<file path="config.mk">
export PLATFORM = sky130hd
export DESIGN_NAME = mto_option_ctrl
export DESIGN_NICKNAME = d
export VERILOG_FILES = /design/src/mto_pkg.sv /design/src/mto_option_ctrl.sv /design/src/mto_deadtime.sv
export VERILOG_INCLUDE_DIRS = /design/src
export SDC_FILE = /design/constraint.sdc
export NUM_CORES = 1
export LEC_CHECK = 0
export BUFFER_PORTS_ARGS = -buffer_cell sky130_fd_sc_hd__buf_2
export CAP_MARGIN = 20
export CORE_MARGIN = 2
export CORE_UTILIZATION = 30
export CTS_BUF_LIST = sky130_fd_sc_hd__clkbuf_2 sky130_fd_sc_hd__clkbuf_4 sky130_fd_sc_hd__clkbuf_8
export CTS_CLUSTER_DIAMETER = 50
export DETAILED_ROUTE_END_ITERATION = 10
export PLACE_DENSITY_LB_ADDON = 0.15
export SYNTH_ARGS = -nofsm -noshare
export SYNTH_HDL_FRONTEND = slang
export SYNTH_SLANG_ARGS = --single-unit
</file>
<file path="constraint.sdc">
create_clock -name clk -period 2.91 [get_ports clk]
set_clock_uncertainty 0.1 [all_clocks]
set_input_delay 0.291 -clock clk [delete_from_list [all_inputs] [get_ports clk]]
set_output_delay 0.291 -clock clk [all_outputs]
set_load 0.01 [all_outputs]
</file>
<file path="src/mto_params.svh">
// Register indices, reset values, field positions and mode codes of the motor timer option block.
// Assumes it is included by bare name wherever a constant is needed.
`ifndef MTO_PARAMS_SVH
`define MTO_PARAMS_SVH

// Register indices; the bus byte address is four times the index.
`define MTO_IDX_OPT0 32'h0ffff605
`define MTO_IDX_OPT1 32'h0ffff620
`define MTO_IDX_OPT2 32'hfffff621
`define MTO_IDX_CTRL 32'h0ffff630
`define MTO_IDX_PERIOD 32'h0ffff631

// Reset values.
`define MTO_OPT_RESET 8'h00
`define MTO_MODE_RESET 3'h0
`define MTO_WORD_RESET 32'h00000000

// Timer mode code of the six-phase output mode.
`define MTO_MODE_SIX_PHASE 3'h7

// Field positions in the control register.
`define MTO_CTRL_RUN 0
`define MTO_CTRL_MODE_LSB 1
`define MTO_CTRL_MODE_MSB 3
`define MTO_CTRL_DTC_LSB 16

// Rewrite mode bit in option register zero.
`define MTO_OPT0_CMS_BIT 2

// Width of the culling count.
`define MTO_CULL_W 5

`endif

</file>
<file path="src/mto_pkg.sv">
// Types of the motor timer option block: option register layouts and dead-time states.
// Assumes nothing beyond a SystemVerilog compiler.
package mto_pkg;

  typedef struct packed {
    logic [4:0] rsvd;
    logic cms;
    logic cuf;
    logic ovf;
  } mto_opt0_t;

  typedef struct packed {
    logic crestEn;
    logic valleyEn;
    logic rsvd;
    logic [4:0] cullCount;
  } mto_opt1_t;

  typedef struct packed {
    logic xferCullEn;
    logic dtNarrow;
    logic phaseSelAux1;
    logic phaseSelAux0;
    logic enAux1;
    logic enAux0;
    logic enCrest;
    logic enValley;
  } mto_opt2_t;

  typedef struct packed {
    logic upper;
    logic lower;
  } mto_arm_t;

  typedef enum logic [2:0] {
    DT_IDLE = 3'b001,
    DT_UP = 3'b010,
    DT_DOWN = 3'b100
  } mto_dt_state_t;

endpackage

</file>
<file path="src/mto_option_ctrl.sv">
// Option control of a triangular-wave motor PWM timer behind an APB slave.
// Assumes phase outputs and auxiliary match pulses come from logic on clk; events are one-cycle.
`timescale 1ns/10ps
`include "mto_params.svh"

module mto_option_ctrl import mto_pkg::*; #(
  parameter int ADDR_W = 12,
  parameter int CNT_W = 16,
  parameter int DT_W = 10,
  parameter int PHASES = 3
) (
  // Clock and reset.
  input wire logic clk,
  input wire logic sys_rst,
  // APB slave.
  input wire logic psel,
  input wire logic penable,
  input wire logic pwrite,
  input wire logic [ADDR_W-1:0] paddr,
  input wire logic [31:0] pwdata,
  input wire logic [3:0] pstrb,
  output logic [31:0] prdata,
  output logic pready,
  output logic pslverr,
  // Timer side.
  input wire logic [PHASES-1:0] phaseOutput,
  input wire logic auxMatch0Irq,
  input wire logic auxMatch1Irq,
  // Interrupt and trigger outputs.
  output logic crestIrq,
  output logic valleyIrq,
  output logic adcTriggerOut0,
  // Compare register update control.
  output logic compareTransfer,
  output logic compareAnytime,
  // Arm outputs.
  output mto_arm_t [PHASES-1:0] armOut
);

  localparam logic [31:0] IDX_OPT0 = `MTO_IDX_OPT0;
  localparam logic [31:0] IDX_OPT1 = `MTO_IDX_OPT1;
  localparam logic [31:0] IDX_OPT2 = `MTO_IDX_OPT2;
  localparam logic [31:0] IDX_CTRL = `MTO_IDX_CTRL;
  localparam logic [31:0] IDX_PERIOD = `MTO_IDX_PERIOD;

  function automatic logic [31:0] mergeBytes(input logic [31:0] oldW, input logic [31:0] newW,
                                             input logic [3:0] strb);
    logic [31:0] res;
    res = oldW;
    for (int i = 0; i < 4; i++) begin
      if (strb[i]) begin
        res[i*8 +: 8] = newW[i*8 +: 8];
      end
    end
    return res;
  endfunction

  // Register file state.
  logic cms_r, cms_nxt;
  mto_opt1_t opt1Buf_r, opt1Buf_nxt;
  mto_opt1_t opt1Act_r, opt1Act_nxt;
  mto_opt2_t opt2_r, opt2_nxt;
  logic run_r, run_nxt;
  logic [2:0] mode_r, mode_nxt;
  logic [DT_W-1:0] dtc_r, dtc_nxt;
  logic [CNT_W-1:0] period_r, period_nxt;
  logic [31:0] prdata_r, prdata_nxt;

  // Timer and event state.
  logic [CNT_W-1:0] cnt_r, cnt_nxt;
  logic dirDown_r, dirDown_nxt;
  logic crestEvt_r, crestEvt_nxt;
  logic valleyEvt_r, valleyEvt_nxt;
  logic runDly_r, runDly_nxt;
  logic [`MTO_CULL_W-1:0] cull_r, cull_nxt;
  logic crestIrq_r, crestIrq_nxt;
  logic valleyIrq_r, valleyIrq_nxt;
  logic adcTrig_r, adcTrig_nxt;
  logic xfer_r, xfer_nxt;
  logic anytime_r, anytime_nxt;

  logic hitOpt0, hitOpt1, hitOpt2, hitCtrl, hitPeriod, hitAny;
  logic wrEn, setup;
  logic [31:0] ctrlWord, ctrlMerged, periodMerged;
  logic sixPhase, anytime, dirFlag, cullEvent, cullPass, xferNow;
  logic [PHASES-1:0] dtUp, dtDown;
  logic aux0Ok, aux1Ok;

  // Bus decode; zero wait states, unmapped addresses answer with an error.
  assign setup = psel && !penable;
  assign wrEn = psel && penable && pwrite;
  assign hitOpt0 = paddr[ADDR_W-1:2] == IDX_OPT0[ADDR_W-3:0];
  assign hitOpt1 = paddr[ADDR_W-1:2] == IDX_OPT1[ADDR_W-3:0];
  assign hitOpt2 = paddr[ADDR_W-1:2] == IDX_OPT2[ADDR_W-3:0];
  assign hitCtrl = paddr[ADDR_W-1:2] == IDX_CTRL[ADDR_W-3:0];
  assign hitPeriod = paddr[ADDR_W-1:2] == IDX_PERIOD[ADDR_W-3:0];
  assign hitAny = hitOpt0 || hitOpt1 || hitOpt2 || hitCtrl || hitPeriod;
  assign pready = 1'b1;
  assign pslverr = psel && penable && !hitAny;
  assign prdata = prdata_r;

  assign sixPhase = (mode_r == `MTO_MODE_SIX_PHASE);
  assign anytime = cms_r && sixPhase;
  assign dirFlag = dirDown_r && sixPhase;

  always_comb begin
    ctrlWord = `MTO_WORD_RESET;
    ctrlWord[`MTO_CTRL_RUN] = run_r;
    ctrlWord[`MTO_CTRL_MODE_MSB:`MTO_CTRL_MODE_LSB] = mode_r;
    ctrlWord[`MTO_CTRL_DTC_LSB +: DT_W] = dtc_r;
    ctrlMerged = mergeBytes(ctrlWord, pwdata, pstrb);
    periodMerged = mergeBytes({{(32-CNT_W){1'b0}}, period_r}, pwdata, pstrb);
  end

  // Register writes and read data.
  always_comb begin
    cms_nxt = cms_r;
    opt1Buf_nxt = opt1Buf_r;
    opt2_nxt = opt2_r;
    run_nxt = run_r;
    mode_nxt = mode_r;
    dtc_nxt = dtc_r;
    period_nxt = period_r;
    prdata_nxt = prdata_r;
    if (wrEn && pstrb[0]) begin
      if (hitOpt0) begin
        // Only the rewrite bit is stored; direction is read-only, upper bits read zero.
        cms_nxt = pwdata[`MTO_OPT0_CMS_BIT];
      end
      if (hitOpt1) begin
        opt1Buf_nxt = pwdata[7:0];
        opt1Buf_nxt.rsvd = 1'b0;
      end
      if (hitOpt2) begin
        opt2_nxt = pwdata[7:0];
      end
    end
    if (wrEn && hitCtrl) begin
      run_nxt = ctrlMerged[`MTO_CTRL_RUN];
      mode_nxt = ctrlMerged[`MTO_CTRL_MODE_MSB:`MTO_CTRL_MODE_LSB];
      dtc_nxt = ctrlMerged[`MTO_CTRL_DTC_LSB +: DT_W];
    end
    if (wrEn && hitPeriod) begin
      period_nxt = periodMerged[CNT_W-1:0];
    end
    if (setup && !pwrite) begin
      prdata_nxt = `MTO_WORD_RESET;
      if (hitOpt0) begin
        prdata_nxt[7:0] = mto_opt0_t'{rsvd: '0, cms: cms_r, cuf: dirFlag, ovf: 1'b0};
      end
      if (hitOpt1) begin
        prdata_nxt[7:0] = opt1Buf_r;
      end
      if (hitOpt2) begin
        prdata_nxt[7:0] = opt2_r;
      end
      if (hitCtrl) begin
        prdata_nxt = ctrlWord;
      end
      if (hitPeriod) begin
        prdata_nxt[CNT_W-1:0] = period_r;
      end
    end
  end

  always_ff @(posedge clk) begin
    if (sys_rst) begin
      cms_r <= 1'b0;
      opt1Buf_r <= `MTO_OPT_RESET;
      opt2_r <= `MTO_OPT_RESET;
      run_r <= 1'b0;
      mode_r <= `MTO_MODE_RESET;
      dtc_r <= '0;
      period_r <= '0;
      prdata_r <= `MTO_WORD_RESET;
    end else begin
      cms_r <= cms_nxt;
      opt1Buf_r <= opt1Buf_nxt;
      opt2_r <= opt2_nxt;
      run_r <= run_nxt;
      mode_r <= mode_nxt;
      dtc_r <= dtc_nxt;
      period_r <= period_nxt;
      prdata_r <= prdata_nxt;
    end
  end

  // Triangular counter: up to the period, crest at the match, down to zero, valley there.
  always_comb begin
    cnt_nxt = cnt_r;
    dirDown_nxt = dirDown_r;
    crestEvt_nxt = 1'b0;
    valleyEvt_nxt = 1'b0;
    if (!run_r) begin
      cnt_nxt = '0;
      dirDown_nxt = 1'b0;
    end else if (!dirDown_r) begin
      if (cnt_r == period_r) begin
        crestEvt_nxt = 1'b1;
        dirDown_nxt = 1'b1;
        cnt_nxt = (cnt_r == '0) ? cnt_r : cnt_r - CNT_W'(1);
      end else begin
        cnt_nxt = cnt_r + CNT_W'(1);
      end
    end else begin
      if (cnt_r == '0) begin
        valleyEvt_nxt = 1'b1;
        dirDown_nxt = 1'b0;
        cnt_nxt = (period_r == '0) ? cnt_r : cnt_r + CNT_W'(1);
      end else begin
        cnt_nxt = cnt_r - CNT_W'(1);
      end
    end
  end

  always_ff @(posedge clk) begin
    if (sys_rst) begin
      cnt_r <= '0;
      dirDown_r <= 1'b0;
      crestEvt_r <= 1'b0;
      valleyEvt_r <= 1'b0;
    end else begin
      cnt_r <= cnt_nxt;
      dirDown_r <= dirDown_nxt;
      crestEvt_r <= crestEvt_nxt;
      valleyEvt_r <= valleyEvt_nxt;
    end
  end

  // Dead-time counters, one per phase.
  for (genvar p = 0; p < PHASES; p++) begin : gPhase
    mto_deadtime #(.DT_W(DT_W)) uDeadtime (
      .clk(clk),
      .sys_rst(sys_rst),
      .run(run_r),
      .narrowMode(opt2_r.dtNarrow),
      .dtCompare(dtc_r),
      .phaseIn(phaseOutput[p]),
      .armOut(armOut[p]),
      .countingUp(dtUp[p]),
      .countingDown(dtDown[p])
    );
  end

  // Culling, transfer and trigger generation.
  assign cullEvent = (crestEvt_r && opt1Act_r.crestEn) || (valleyEvt_r && opt1Act_r.valleyEn);
  assign cullPass = cullEvent && (cull_r == opt1Act_r.cullCount);
  assign xferNow = opt2_r.xferCullEn ? cullPass : (crestEvt_r || valleyEvt_r);
  assign aux1Ok = auxMatch1Irq && opt2_r.enAux1 && (opt2_r.phaseSelAux1 ? |dtDown : |dtUp);
  assign aux0Ok = auxMatch0Irq && opt2_r.enAux0 && (opt2_r.phaseSelAux0 ? |dtDown : |dtUp);

  always_comb begin
    runDly_nxt = run_r;
    cull_nxt = cull_r;
    if (run_r && !runDly_r) begin
      cull_nxt = '0;
    end else if (cullPass) begin
      cull_nxt = '0;
    end else if (cullEvent) begin
      cull_nxt = cull_r + `MTO_CULL_W'(1);
    end
    crestIrq_nxt = cullPass && crestEvt_r;
    valleyIrq_nxt = cullPass && valleyEvt_r;
    adcTrig_nxt = aux1Ok || aux0Ok || (crestIrq_nxt && opt2_r.enCrest)
                  || (valleyIrq_nxt && opt2_r.enValley);
    xfer_nxt = run_r && !anytime && xferNow;
    anytime_nxt = anytime;
    // Option one goes live at once when stopped or in anytime mode, else at the transfer.
    if (!run_r || anytime || xfer_nxt) begin
      opt1Act_nxt = opt1Buf_nxt;
    end else begin
      opt1Act_nxt = opt1Act_r;
    end
  end

  always_ff @(posedge clk) begin
    if (sys_rst) begin
      runDly_r <= 1'b0;
      cull_r <= '0;
      crestIrq_r <= 1'b0;
      valleyIrq_r <= 1'b0;
      adcTrig_r <= 1'b0;
      xfer_r <= 1'b0;
      anytime_r <= 1'b0;
      opt1Act_r <= `MTO_OPT_RESET;
    end else begin
      runDly_r <= runDly_nxt;
      cull_r <= cull_nxt;
      crestIrq_r <= crestIrq_nxt;
      valleyIrq_r <= valleyIrq_nxt;
      adcTrig_r <= adcTrig_nxt;
      xfer_r <= xfer_nxt;
      anytime_r <= anytime_nxt;
      opt1Act_r <= opt1Act_nxt;
    end
  end

  assign crestIrq = crestIrq_r;
  assign valleyIrq = valleyIrq_r;
  assign adcTriggerOut0 = adcTrig_r;
  assign compareTransfer = xfer_r;
  assign compareAnytime = anytime_r;
endmodule

</file>
<file path="src/mto_deadtime.sv">
// One dead-time counter with its upper and lower arm outputs for a single phase.
// Assumes the phase input comes from logic on the same clock.
`timescale 1ns/10ps
`include "mto_params.svh"

module mto_deadtime import mto_pkg::*; #(
  parameter int DT_W = 10
) (
  // Clock and reset.
  input wire logic clk,
  input wire logic sys_rst,
  // Control.
  input wire logic run,
  input wire logic narrowMode,
  input wire logic [DT_W-1:0] dtCompare,
  input wire logic phaseIn,
  // Outputs.
  output mto_arm_t armOut,
  output logic countingUp,
  output logic countingDown
);

  mto_dt_state_t state_r, state_nxt;
  logic [DT_W-1:0] cnt_r, cnt_nxt;
  logic phaseDly_r, phaseDly_nxt;
  mto_arm_t arm_r, arm_nxt;
  logic edgeSeen;

  assign edgeSeen = phaseIn ^ phaseDly_r;
  assign countingUp = (state_r == DT_UP);
  assign countingDown = (state_r == DT_DOWN);
  assign armOut = arm_r;

  always_comb begin
    state_nxt = state_r;
    cnt_nxt = cnt_r;
    phaseDly_nxt = phaseIn;
    arm_nxt = '{upper: 1'b0, lower: 1'b0};
    if (!run) begin
      // Stopped: no dead time, both arms at their initial low level.
      state_nxt = DT_IDLE;
      cnt_nxt = '0;
    end else if (dtCompare == '0) begin
      // No dead time wanted: arms follow the phase directly.
      state_nxt = DT_IDLE;
      cnt_nxt = '0;
      arm_nxt = '{upper: phaseIn, lower: !phaseIn};
    end else begin
      case (state_r)
        DT_IDLE: begin
          if (edgeSeen) begin
            state_nxt = DT_UP;
            cnt_nxt = '0;
          end else begin
            arm_nxt = '{upper: phaseIn, lower: !phaseIn};
          end
        end
        DT_UP: begin
          if (edgeSeen) begin
            if (narrowMode) begin
              state_nxt = DT_DOWN;
            end else begin
              cnt_nxt = '0;
            end
          end else if (cnt_r == dtCompare) begin
            state_nxt = DT_IDLE;
          end else begin
            cnt_nxt = cnt_r + DT_W'(1);
          end
        end
        DT_DOWN: begin
          // Counting down shortens the dead time of a pulse narrower than it.
          if (edgeSeen) begin
            state_nxt = DT_UP;
          end else if (cnt_r == '0) begin
            state_nxt = DT_IDLE;
          end else begin
            cnt_nxt = cnt_r - DT_W'(1);
          end
        end
        default: begin
          state_nxt = DT_IDLE;
          cnt_nxt = '0;
        end
      endcase
    end
  end

  always_ff @(posedge clk) begin
    if (sys_rst) begin
      state_r <= DT_IDLE;
      cnt_r <= '0;
      phaseDly_r <= 1'b0;
      arm_r <= '{upper: 1'b0, lower: 1'b0};
    end else begin
      state_r <= state_nxt;
      cnt_r <= cnt_nxt;
      phaseDly_r <= phaseDly_nxt;
      arm_r <= arm_nxt;
    end
  end
endmodule

</file>
# Word-level counts from Yosys, hierarchy flattened
# Cells that the tools add are included.
# word_totals
output_inout_bits	45
input_bits	58
ff_bits	163
elab_cells	245
# op_classes
reduce_logical	71
n_eq_ne	46
muxes	66
n_addsub	9
bitwise	5
# ops
cell	n
$mux W10	16
$mux W16	6
$pmux W10 S3	3
$mux W3	17
$ne A3 B3 Y1 const B	17
$eq A10 B10 Y1 const B	5
$logic_not A10 Y1	4
$logic_not A16 Y1	2
$mux W8	4
$add A10 B1 Y10 const B	3
$eq A10 B10 Y1	3
$sub A10 B1 Y10 const B	3
$pmux W3 S3	3
$mux W26	1
$logic_and A1 B1 Y1	24
$mux W2	9
$reduce_or A3 Y1	6
$add A16 B1 Y16 const B	1
$eq A16 B16 Y1	1
$reduce_and A2 Y1	8
$sub A16 B1 Y16 const B	1
$reduce_and A5 Y1	3
$eq A3 B3 Y1 const B	4
$ne A2 B2 Y1 const B	6
12 further kinds	47

# Depth between registers and ports, before layout
# Gate-level depths: netlist (run 1).
# logic_depth
ltp_word	7
depth_mapped	11
ltp_nobuf	9

# Modules after synthesis
# A second synthesis (run 1) with hierarchy kept.
# hier_totals
cells_unflattened	1162
hier_area_um2	9425.3
# modules_own_cells
module	seq_area_each_um2	area_per_inst_um2	n_inst	cells_per_inst
mto_option_ctrl	2182.1	5206.2	1	622
mto_deadtime	320.3	1406.3	3	180

# Worst setup path after synthesis (run 1)
# No wires, ideal clock.
# synth_timing
kind	register -> register
startpoint	reg cnt_r[0]
endpoint	reg cnt_r[6]
slack_ps	249
required_time_ps	2739
path_buffers	1
period_less_slack_ps	2661
setup_time_ps	71
arrival_time_ps	2491
stages_incl_launch_ff	11
path_cell_list	dfxtp_1 clkbuf_1 inv_1 ha_1 or4b_1 or4_4 nand2_4 o21ai_4 nor2_1 mux2_2 a21oi_1
# synth_between
elab_chain_cells	4
elab_cells_between_ends	12
classes_between	add/sub: 2; eq/ne: 3; mux: 5; reduce/logical: 2
# synth_rtl
item	line	text
start: declaration	mto_option_ctrl.sv:70	logic [CNT_W-1:0] cnt_r, cnt_nxt;
start signal: assignment	mto_option_ctrl.sv:223	cnt_r <= cnt_nxt;
$sub A16 B1 Y16 or $add A16 B1 Y16 (tied branches)	-	
$mux W16, on equally long branches	mto_option_ctrl.sv:201, mto_option_ctrl.sv:209	
$mux W16, on equally long branches	mto_option_ctrl.sv:198, mto_option_ctrl.sv:206	
$mux W16	mto_option_ctrl.sv:197	end else if (!dirDown_r) begin
# Several ways; a longest one is shown, not always the timed one. The select of a mux whose other input is x is not followed.
# A chain may end at the register's enable or synchronous reset.

# Final worst setup path (run 1)
# Ends and elaborated chain as after synthesis.

==> out/metrics.yaml, run 1 <==
drive_above_1_share_pct: 17.1
relSlewSlack_pct: 35.6
tritoncts.num_buffers: 17
layout.cells.most_common: "dfxtp_1"
synthFlopType: "dfxtp_1"
nets: 1281
start_util_pct: 30.2
die-area_um2: 31000
path_cells: "inv_1 -> ha_1 -> or4b_1 -> or4_4 -> nand2_4 -> o21ai_4 -> nor2_1 -> mux2_2 -> a21oi_1"
vias_per_cell: 5.16
cts-htree-levels: 4
required_ns: 3.20
overflow: 0
remaining_drc_errors: 0
ys_types: 76
clkPwrFrac_pct: 41.5
dieWidth_um: 176
grt_pass1_vias: 7908
clock_latency_ns: 0.47
rsz0062_at_grt: "no"
dp_hpwl_um: 20500
numPortBuffers: 87
ant_nets: 0
core_um2: 29400
seq_area_frac_synth_pct: 35.4
synth_edf_count: 0
worst-path-buf-inv: 1
slowest_stage: "or4_4"
rows: 63
intPower_mw: 2.89
pin_count: 103
netSwitchingFraction_pct: 28.8
pwr-share-seq_pct: 53.0
path_max_fanout: 9
routabilityCongestion: 0.846
cts_tree: "built"
drt-total-wl_um: 27900
clock-sinks: 157
grt.total_usage_pct: 18.0
status: "completed"
p_sw_mw: 1.17
drt_iter0_drc: 521
slowest_delay_ns: 0.61
async_flop_share_pct: 0
clock_path_buffers: 2
area_growth_pct: 17.2
grt_max_degree: 87
vias: 8312
total_leakage_power_nw: 4.35
clk_pin_slew_ns: 0.10
maxSlewViolCount: 0
crit_family: "simple AND/OR/NAND/NOR gates"
synth_area_um2: 8890
synthTopCellsByArea: "dfxtp_1 35%, nor2_1 6.4%, mux2i_1 5.5%, a21oi_1 4.5%, xor2_1 4.0%"
synth_top_cell_area_share_pct: 35.4
netlist_instances: 1119
grt_pass1_wl_um: 44200
tightest_slew_ns: 0.966
arrival_ns: 3.04
postPlaceCellArea_um2: 9850
synth_top_area_cell: "dfxtp_1"
antenna_found_initial: 1
criticalPathCategory: "reg -> reg"
post-route-min-period_ns: 2.75
die_h_um: 176
finish.instance_area_um2: 10400
peakVddDrop_mv: 0.216
n_antenna_cell: 0
fmaxAchievable_ghz: 0.364
cp-end-kind: "register"
root_buffer: "clkbuf_8"
yosysWarnings: 0
cap_violations: 0
wl_per_cell_um: 17.3
hold_violations: 0
ys_ff_latch: 157
hold_class: "in -> reg"
setup_tns_ns: 0
final_cell_mix: "157 x dfxtp_1, 151 x nor2_1, 87 x buf_2"
avgSynthCellArea_um2: 7.94
worst_setup_path_start_kind: "register"
r2r_slack_ns: 0.16
pwr_density_cell_nw_per_um2: 389
pwr-share-comb_pct: 5.4
setup_viol: 0
finalCritPeriodShare_pct: 94.4
first_pass_iters: 5
==> final timing paths <==
| kind | start | end | cells after the start |
|---|---|---|---|
| max | cnt_r[0]$_SDFFE_PP0P_ | cnt_r[6]$_SDFFE_PP0P_ | 9 |
| min | pwdata[24] | dtc_r[8]$_SDFFE_PP0P_ | 3 |
| max reg2reg | cnt_r[0]$_SDFFE_PP0P_ | cnt_r[6]$_SDFFE_PP0P_ | 9 |
| min reg2reg | prdata[13]$_SDFFE_PP0P_ | prdata[13]$_SDFFE_PP0P_ | 2 |
==> logic make-up after synthesis <==
kind of cell	Yosys count	share of synthesized area, %
AO/OA/AOI/OAI	243	17.7
buffers and inverters	118	5.63
flip-flops	157	35.4
XOR/XNOR	67	6.60
AND/OR/NAND/NOR	458	25.6
multiplexers	58	6.78
other	2	0.0845
adder cells (fa/ha/maj)	16	2.25
==> Yosys cell counts, types with 4 or more instances <==
cell type	count
and2_1	9
a21oi_1	80
o21ai_0	40
dfxtp_1	157
nor2_1	151
xnor2_1	26
nor4b_1	5
nor4_1	18
or3_1	12
buf_1	8
ha_1	16
xor2_1	41
nand2b_1	13
nand3b_1	7
buf_2	4
inv_1	18
a22o_1	7
or4_1	5
nand2_1	79
o211ai_1	5
buf_4	8
mux2i_1	49
a211oi_1	14
mux2_2	8
clkbuf_1	76
o21a_1	4
o22ai_1	9
nor3_1	38
or2_2	8
a31oi_1	13
a221oi_1	5
a22oi_1	23
nand3_1	45
nor2b_1	11
a311oi_1	8
and3_1	17
nand4_1	18
==> per-layer routing <==
layer	part of all wire, %	wire length, µm	GRT usage (%)
met3	3.9	1090	2.76
met5	0	0	0
met4	1.5	420	4.65
met1	47	13200	23.8
met2	47	13200	30.6
==> stage by stage <==
| stage | setup WS (ns) | power, mW | util, % | cells | hold slack, ns |
|---|---|---|---|---|---|
| after global placement | 0.213 | 2.40 | 33.5 | 1560 | 0.338 |
| final | 0.162 | 4.06 | 35.4 | 1610 | 0.0195 |
| after global routing | 0.0418 | 4.23 | 35.4 | 1610 | 0.0140 |
| after detailed placement | 0.181 | 2.40 | 33.5 | 1560 | 0.344 |
| after CTS | 0.166 | 4.12 | 35.4 | 1610 | 0.00489 |
| after floorplan | 0.249 | 2.32 | - | 1124 | 0.335 |
==> cell type report <==
type / count / area, µm²
inverters: 19 / 71.3
multi-input cells: 849 / 5260
repair buffers: 163 / 1060
flip-flops and latches: 157 / 3140
clock inverters: 15 / 156
well taps: 390 / 488
clock buffers: 17 / 234
fillers: 3121 / 19000
==> registers in the layout, summed over array words and instances, names as in the netlist, 3 cells and up <==
name,flops
opt2_r,8
mode_r,3
dtc_r,10
prdata,26
cnt_r,16
opt1Act_r,7
cull_r,5
opt1Buf_r,7
gPhase.uDeadtime.cnt_r,30
gPhase.uDeadtime.state_r,9
gPhase.uDeadtime.phaseDly_r,3
period_r,16
gPhase.uDeadtime.armOut,6
==> worst register-to-register path, cell delays in order (launching register included) <==
cell and delay [ns]:
dfxtp_1 0.32, inv_1 0.08, ha_1 0.19, or4b_1 0.51, or4_4 0.61, nand2_4 0.13, o21ai_4 0.13, nor2_1 0.15
mux2_2 0.34, a21oi_1 0.13
==> what timing repair did <==
action	4_1_cts	5_1_grt
endpoints found under the hold margin	19	0
gates resized for setup	0	0
buffers inserted	0	0
endpoints found under the setup margin	0	0
hold buffers	18	0
==> power groups by stage <==
stage / sequential (mW) / combinational (mW) / clock [mW]
6_report: 2.15 / 0.219 / 1.68
5_1_grt: 2.15 / 0.242 / 1.83
4_1_cts: 2.15 / 0.221 / 1.75
3_5_place_dp: 2.20 / 0.201 / 0
3_3_place_gp: 2.20 / 0.203 / 0
2_1_floorplan: 2.20 / 0.116 / 0
Note: power is estimated with default switching activity, not from simulation.
==> inputs of run 2 (changes only) <==
--- a/config.mk
+++ b/config.mk
@@ -16,4 +16,5 @@
 export PLACE_DENSITY_LB_ADDON = 0.15
 export SYNTH_ARGS = -nofsm -noshare
 export SYNTH_HDL_FRONTEND = slang
+export SYNTH_HIERARCHICAL = 1
 export SYNTH_SLANG_ARGS = --single-unit
==> run 2 against run 1 <==
  * First-iteration DRC count is 40% higher
  * Via count up 6.5%
  * Worst setup slack gained 0.15 ns
  * Non-clock buffer count shrank 3
  * Flip-flop and latch count unchanged
  * Clock power barely moved
  * Critical path depth fell by 1
  * Final area rose by 4.5%
  * Global-route usage down 0.14 points
  * Synthesized cell count is 3.8% higher
  * Worst hold slack improved by 0.017 ns
==> out/metrics.yaml, run 2 <==
fmaxAchievable_ghz: 0.384  # +5.6%
layout.cells.most_common: "dfxtp_1"
finish.instance_area_um2: 10900  # +4.5%
pwr-share-seq_pct: 52.7  # -0.3 points
post_cts_buffers: 0  # unchanged
clock_latency_ns: 0.48  # about the same
drt_iter0_drc: 731  # +40%
wl_per_cell_um: 17.5  # +1.2%
pwr_density_cell_nw_per_um2: 375  # -3.6%
setup_viol: 0  # unchanged
postPlaceCellArea_um2: 10200  # +3.8%
pwr-share-comb_pct: 5.5  # about the same
status: "completed"
numPortBuffers: 87  # unchanged
criticalPathCategory: "in -> reg"
vias: 8849  # +6.5%
die-area_um2: 32900  # +5.9%
area_growth_pct: 15.5
start_util_pct: 30.7  # +0.42 points
synthAdderAreaFrac_pct: 2.52  # +0.27 points
tritoncts.num_buffers: 17  # unchanged
clock-sinks: 157  # unchanged
ant_nets: 0  # unchanged
synth_edf_count: 0  # unchanged
cts_tree: "built"
vias_per_cell: 5.33  # +3.2%
post-route-min-period_ns: 2.60  # -0.145 ns
core_um2: 30700  # +4.6%
synth_top_area_cell: "dfxtp_1"
synth_common_cells: "157 x dfxtp_1, 126 x nor2_1, 115 x nand2_1"
synthXorXnorAreaFrac_pct: 6.13  # -0.47 points
seq_area_frac_synth_pct: 33.3  # -2.0 points
grt.total_usage_pct: 17.9  # -0.14 points
synthTopCellsByArea: "dfxtp_1 33%, nor2_1 5.0%, xnor2_1 4.8%, nand2_1 4.6%, mux2i_1 4.0%"
cap_violations: 0  # unchanged
async_flop_share_pct: 0  # unchanged
yosysWarnings: 6  # +6
cts-htree-levels: 4  # unchanged
netlist_instances: 1162  # +3.8%
cp-end-kind: "register"
grt_pass1_vias: 8542  # +8.0%
yosys.cell_count.top_type: "dfxtp_1"
antenna_found_initial: 0  # -1
dp_hpwl_um: 21400  # +4.4%
remaining_drc_errors: 0  # unchanged
final_cell_mix: "157 x dfxtp_1, 126 x nor2_1, 115 x nand2_1"
finalCritPeriodShare_pct: 89.4  # -5.0 points
synthFlopType: "dfxtp_1"
routabilityCongestion: 0.818  # -3.4%
relSlewSlack_pct: 46.9  # +11 points
synth_top_family_by_area: "simple AND/OR/NAND/NOR gates"
maxSlewViolCount: 0  # unchanged
fillers: 3287  # +5.3%
netSwitchingFraction_pct: 29.2  # +0.36 points
grt_max_degree: 38  # -56%
die_h_um: 181  # +2.9%
ys_ff_latch: 157  # unchanged
drive_above_1_share_pct: 16.8  # -0.29 points
reg2reg_depth: 7  # -2
first_pass_iters: 5  # unchanged
setup_tns_ns: 0  # unchanged
multi_input_area_um2: 5670  # +7.8%
endpoint: "gPhase[1].uDeadtime/cnt_r[6]$_SDFFE_PP0P_"
synth-compound-area-share_pct: 20.1  # +2.4 points
synth_area_um2: 9430  # +6.0%
dieWidth_um: 181  # +2.9%
overflow: 0  # unchanged
regMostFlops: "gPhase.uDeadtime/cnt_r"
pin_count: 103  # unchanged
reg2reg_to: "cnt_r[4]$_SDFFE_PP0P_"
largest_reg_flops: 30  # unchanged
grt_pass1_wl_um: 46800  # +5.9%
synth_top_cell_area_share_pct: 33.3  # -2.0 points
clock_path_buffers: 2  # unchanged
synth.area.mux_share_pct: 4.75  # -2.0 points
required_ns: 3.21  # about the same
rows: 64  # +1.6%
avgSynthCellArea_um2: 8.11  # +2.1%
worst_setup_path_start_kind: "input port"
hold_violations: 0  # unchanged
ys_types: 77  # +1.3%
clkPwrFrac_pct: 41.9  # +0.4 points
path_max_fanout: 11  # +2
rsz0062_at_grt: "no"
arrival_ns: 2.91  # -0.13 ns
total_leakage_power_nw: 4.13  # -5.1%
cts-resized-gates: 0  # unchanged
yosys.area_share.simple_pct: 26.4  # +0.81 points
clk_pin_slew_ns: 0.10  # about the same
drt-total-wl_um: 29100  # +4.4%
p_sw_mw: 1.19  # +2.0%
tightest_slew_ns: 0.794  # -0.172 ns
intPower_mw: 2.89  # +0.25%
hold_class: "in -> reg"
nets: 1329  # +3.7%
peakVddDrop_mv: 0.262  # +22%
root_buffer: "clkbuf_8"
regArea_um2: 3140  # unchanged
r2r_slack_ns: 0.36  # +0.20 ns
n_antenna_cell: 0  # unchanged
worstReg2RegStart: "cnt_r[2]$_SDFFE_PP0P_"
crit_start: "phaseOutput[1]"
==> run 2: kinds of logic (layout without fill, tap and decap cells) <==
family,count (synthesis),count (layout)
simple gates,486,486
compound gates,262,262
flops,157,157
buf+inv,127,225
xor+xnor,66,66
mux,43,43
fa+ha+maj,19,19
other cells,2,7
==> run 2: per-stage QoR <==
| stage | setup slack (ns) | hold slack, ns | power, mW | util, % | cells |
|---|---|---|---|---|---|
| 2_1_floorplan | 0.421 | 0.258 | 2.33 | - | 1167 |
| 3_3_place_gp | 0.211 | 0.341 | 2.40 | 33.3 | 1603 |
| 3_5_place_dp | 0.179 | 0.345 | 2.40 | 33.3 | 1603 |
| 4_1_cts | 0.350 | 0.00161 | 4.14 | 35.4 | 1661 |
| 5_1_grt | 0.151 | 0.00359 | 4.25 | 35.4 | 1661 |
| 6_report | 0.307 | 0.0368 | 4.09 | 35.4 | 1661 |
==> run 2: power groups by stage <==
| stage | combinational (mW) | clock [mW] | sequential (mW) |
|---|---|---|---|
| global placement | 0.199 | 0 | 2.20 |
| global route | 0.246 | 1.85 | 2.15 |
| finish | 0.223 | 1.71 | 2.15 |
| floorplan | 0.122 | 0 | 2.20 |
| detailed placement | 0.198 | 0 | 2.20 |
| CTS | 0.224 | 1.77 | 2.15 |
==> run 2: cell type report <==
type / instances / area share [%]
inverter: 33 / 1.14
tap: 396 / 4.55
clock buffer: 17 / 2.15
sequential: 157 / 28.9
multi-input combinational: 883 / 52.1
clock inverter: 15 / 1.52
timing repair buffer: 160 / 9.65
==> run 2: layer usage <==
metal / share of wire (%) / GRT usage [%] / up-vias
met3: 4.5 / 2.82 / 32
met4: 1.5 / 4.81 / 0
met2: 47 / 29.4 / 245
met1: 47 / 24.2 / 4180
li1: - / - / 4392
met5: 0 / 0 / -
==> run 2: how the worst min path moves through the flow <==
| stage | cells past startpoint | slack (ns) | end | start |
|---|---|---|---|---|
| floorplan | 1 | 0.26 | gPhase[0].uDeadtime/phaseDly_r$_SDFF_PP0_ | sys_rst |
| global placement | 2 | 0.34 | prdata[25]$_SDFFE_PP0P_ | prdata[25]$_SDFFE_PP0P_ |
| detailed placement | 2 | 0.35 | prdata[12]$_SDFFE_PP0P_ | prdata[12]$_SDFFE_PP0P_ |
| CTS | 3 | 0.002 | period_r[1]$_SDFFE_PP0P_ | pwdata[1] |
| global route | 3 | 0.004 | period_r[1]$_SDFFE_PP0P_ | pwdata[1] |
| finish | 3 | 0.04 | period_r[1]$_SDFFE_PP0P_ | pwdata[1] |
==> run 2: repair_timing <==
item,4_1_cts,5_1_grt
hold buffers,26,0
endpoints found under the hold margin,28,0
setup endpoints to repair,0,0
==> run 2: worst max-delay path, cell delays in order <==
cell and delay [ns]:
dlygate4sd3_1 0.52, buf_2 0.13, inv_1 0.07, ha_1 0.43, or3_1 0.57, nor4_1 0.54
o311ai_0 0.24, o21ai_0 0.11
==> inputs of run 3 (changes only) <==
--- a/config.mk
+++ b/config.mk
@@ -13,7 +13,6 @@
 export CTS_BUF_LIST = sky130_fd_sc_hd__clkbuf_2 sky130_fd_sc_hd__clkbuf_4 sky130_fd_sc_hd__clkbuf_8
 export CTS_CLUSTER_DIAMETER = 50
 export DETAILED_ROUTE_END_ITERATION = 10
-export PLACE_DENSITY_LB_ADDON = 0.15
 export SYNTH_ARGS = -nofsm -noshare
 export SYNTH_HDL_FRONTEND = slang
 export SYNTH_HIERARCHICAL = 1
==> constraint.sdc (replaced) <==
create_clock -name clk -period 2.91 [get_ports clk]
set_clock_uncertainty 0.1 [all_clocks]
set_input_delay 0.1455 -clock clk [delete_from_list [all_inputs] [get_ports clk]]
set_output_delay 0.1455 -clock clk [all_outputs]
set_load 0.01 [all_outputs]
==> run 3 against run 2 <==
  * Final area down 0.98%
  * Global-route usage down 1.2 points
  * Sequential power hardly changed
  * Worst hold slack improved by 0.013 ns
  * Fmax decreased by 8.2%
  * Clock power about the same
  * Highest routed layer unchanged
==> out/metrics.yaml, run 3 (synthesis gave the netlist of run 2 again) <==
status: "completed"
final_cell_count_no_fill: 1643  # -1.1%
path_cells: "buf_2 -> or4b_1 -> or2_1 -> nor3b_4 -> and2_2 -> nand3_1 -> dlygate4sd3_1 -> a21oi_1 -> dlygate4sd3_1"
clock_path_buffers: 2  # unchanged
grt_pass1_vias: 8263  # -3.3%
hold_ws_ns: 0.0501  # +0.0133 ns
die_h_um: 181  # unchanged
slowest_delay_ns: 0.67  # +0.10 ns
routabilityCongestion: 0.892  # +9.1%
post_cts_buffers: 0  # unchanged
core_um2: 30700  # unchanged
fillers: 3244  # -1.3%
layout.cells.most_common: "dfxtp_1"
worstReg2RegStart: "gPhase[0].uDeadtime/state_r[2]$_SDFFE_PP0P_"
regMostFlops: "gPhase.uDeadtime/cnt_r"
cts-htree-levels: 4  # unchanged
cp_common_cell: "dlygate4sd3_1"
finalCritPeriodShare_pct: 97.5  # +8.0 points
clk_pin_slew_ns: 0.09  # about the same
largest_reg_flops: 30  # unchanged
total_leakage_power_nw: 4.02  # -2.5%
start_util_pct: 30.7  # unchanged
intPower_mw: 3.08  # +6.4%
hp-start: "sys_rst"
first_pass_iters: 9  # +4
cts_tree: "built"
hold_violations: 0  # unchanged
grt_max_degree: 40  # +5.3%
cp-end-kind: "register"
post-route-min-period_ns: 2.84  # +0.233 ns
p_sw_mw: 1.01  # -15%
finish.instance_area_um2: 10800  # -0.98%
vias_per_cell: 5.42  # +1.7%
required_ns: 3.21  # about the same
clkPwrFrac_pct: 41.9  # about the same
drive_above_1_share_pct: 14.9  # -1.9 points
drt_iter0_drc: 842  # +15%
path_max_fanout: 5  # -6
maxSlewViolCount: 0  # unchanged
nets: 1310  # -1.4%
dp_cells: 1575  # -1.7%
numPortBuffers: 87  # unchanged
crit_start: "paddr[3]"
setup_viol: 0  # unchanged
grt.total_usage_pct: 16.7  # -1.2 points
tritoncts.num_buffers: 17  # unchanged
worst_setup_path_start_kind: "input port"
pwr-share-seq_pct: 52.6  # about the same
netSwitchingFraction_pct: 24.7  # -4.4 points
area_growth_pct: 14.4
pin_count: 103  # unchanged
cap_violations: 0  # unchanged
dieWidth_um: 181  # unchanged
remaining_drc_errors: 0  # unchanged
worst-path-buf-inv: 3  # unchanged
slowest_stage: "or4b_1"
rows: 64  # unchanged
power_mw: 4.09  # +0.18%
peakVddDrop_mv: 0.211  # -19%
crit_family: "simple AND/OR/NAND/NOR gates"
pwr_density_cell_nw_per_um2: 380  # +1.2%
relSlewSlack_pct: 45.6  # -1.3 points
criticalPathCategory: "in -> reg"
wl_per_cell_um: 17.0  # -3.3%
root_buffer: "clkbuf_8"
hold_class: "in -> reg"
grt_pass1_wl_um: 44000  # -5.8%
postPlaceCellArea_um2: 10000  # -2.1%
clock_latency_ns: 0.46  # -0.02 ns
tightest_slew_ns: 0.808  # +0.0138 ns
final_cell_mix: "157 x dfxtp_1, 126 x nor2_1, 115 x nand2_1"
antenna_found_initial: 1  # +1
die-area_um2: 32900  # unchanged
ant_nets: 0  # unchanged
vias: 8906  # +0.64%
pwr-share-comb_pct: 5.5  # about the same
overflow: 0  # unchanged
drt-total-wl_um: 27900  # -4.3%
arrival_ns: 3.13  # +0.22 ns
clock-sinks: 157  # unchanged
fmaxAchievable_ghz: 0.353  # -8.2%
dp_hpwl_um: 20400  # -4.9%
[run 3: per-stage QoR]
step | setup TNS (ns) | setup slack [ns] | util (%)
global placement | 0 | 0.279 | 32.6
floorplan | 0 | 0.566 | -
finish | 0 | 0.0742 | 35.1
CTS | 0 | 0.0842 | 35.0
global route | -0.00449 | -0.00449 | 35.1
detailed placement | 0 | 0.245 | 32.6
[run 3: area by class of cell]
| class | count | area, µm² | share of cell area (%) |
|---|---|---|---|
| Inverter | 33 | 125 | 1.16 |
| Multi-Input combinational cell | 883 | 5680 | 52.6 |
| Clock buffer | 21 | 277 | 2.57 |
| Clock inverter | 11 | 134 | 1.24 |
| Sequential cell | 157 | 3140 | 29.2 |
| Tap cell | 396 | 495 | 4.60 |
| Antenna cell | 1 | 2.50 | 0.0232 |
| Timing Repair Buffer | 141 | 928 | 8.61 |
[run 3: what timing repair did]
item | in CTS | in global routing
hold buffers | 35 | 0
endpoints found under the hold margin | 56 | 0
setup endpoints to repair | 0 | 3
resized for setup | 0 | 2
[run 3: worst paths after layout]
kind,to,slack (ns),depth (start not counted)
max reg2reg,adcTriggerOut0$_SDFF_PP0_,0.19,7
min reg2reg,prdata[23]$_SDFFE_PP0P_,0.35,2
min,gPhase[1].uDeadtime/phaseDly_r$_SDFF_PP0_,0.05,2
max,dtc_r[8]$_SDFFE_PP0P_,0.07,9
[run 3: metal layers]
metal | track usage [%] | wire length [µm] | vias to the layer above
met2 | 27.3 | 13300 | 295
met4 | 6.11 | 557 | 0
li1 | - | - | 4350
met5 | 0 | 0 | -
met1 | 22.0 | 12600 | 4222
met3 | 2.92 | 1380 | 39
[run 3: power by group through the flow]
stage / logic [mW] / clock network [mW] / registers (mW)
CTS: 0.224 / 1.78 / 2.15
detailed placement: 0.192 / 0 / 2.20
floorplan: 0.122 / 0 / 2.20
finish: 0.225 / 1.72 / 2.15
global route: 0.246 / 1.85 / 2.15
global placement: 0.190 / 0 / 2.20
[run 3: worst register-to-register path, cell delays in order (launching register included)]
cell and delay, ns:
dfxtp_1 0.51, or3b_1 0.59, clkinv_2 0.29, nor3_1 0.10, a21oi_1 0.17, nand3_1 0.09
a31oi_1 0.22, dlygate4sd3_1 0.60
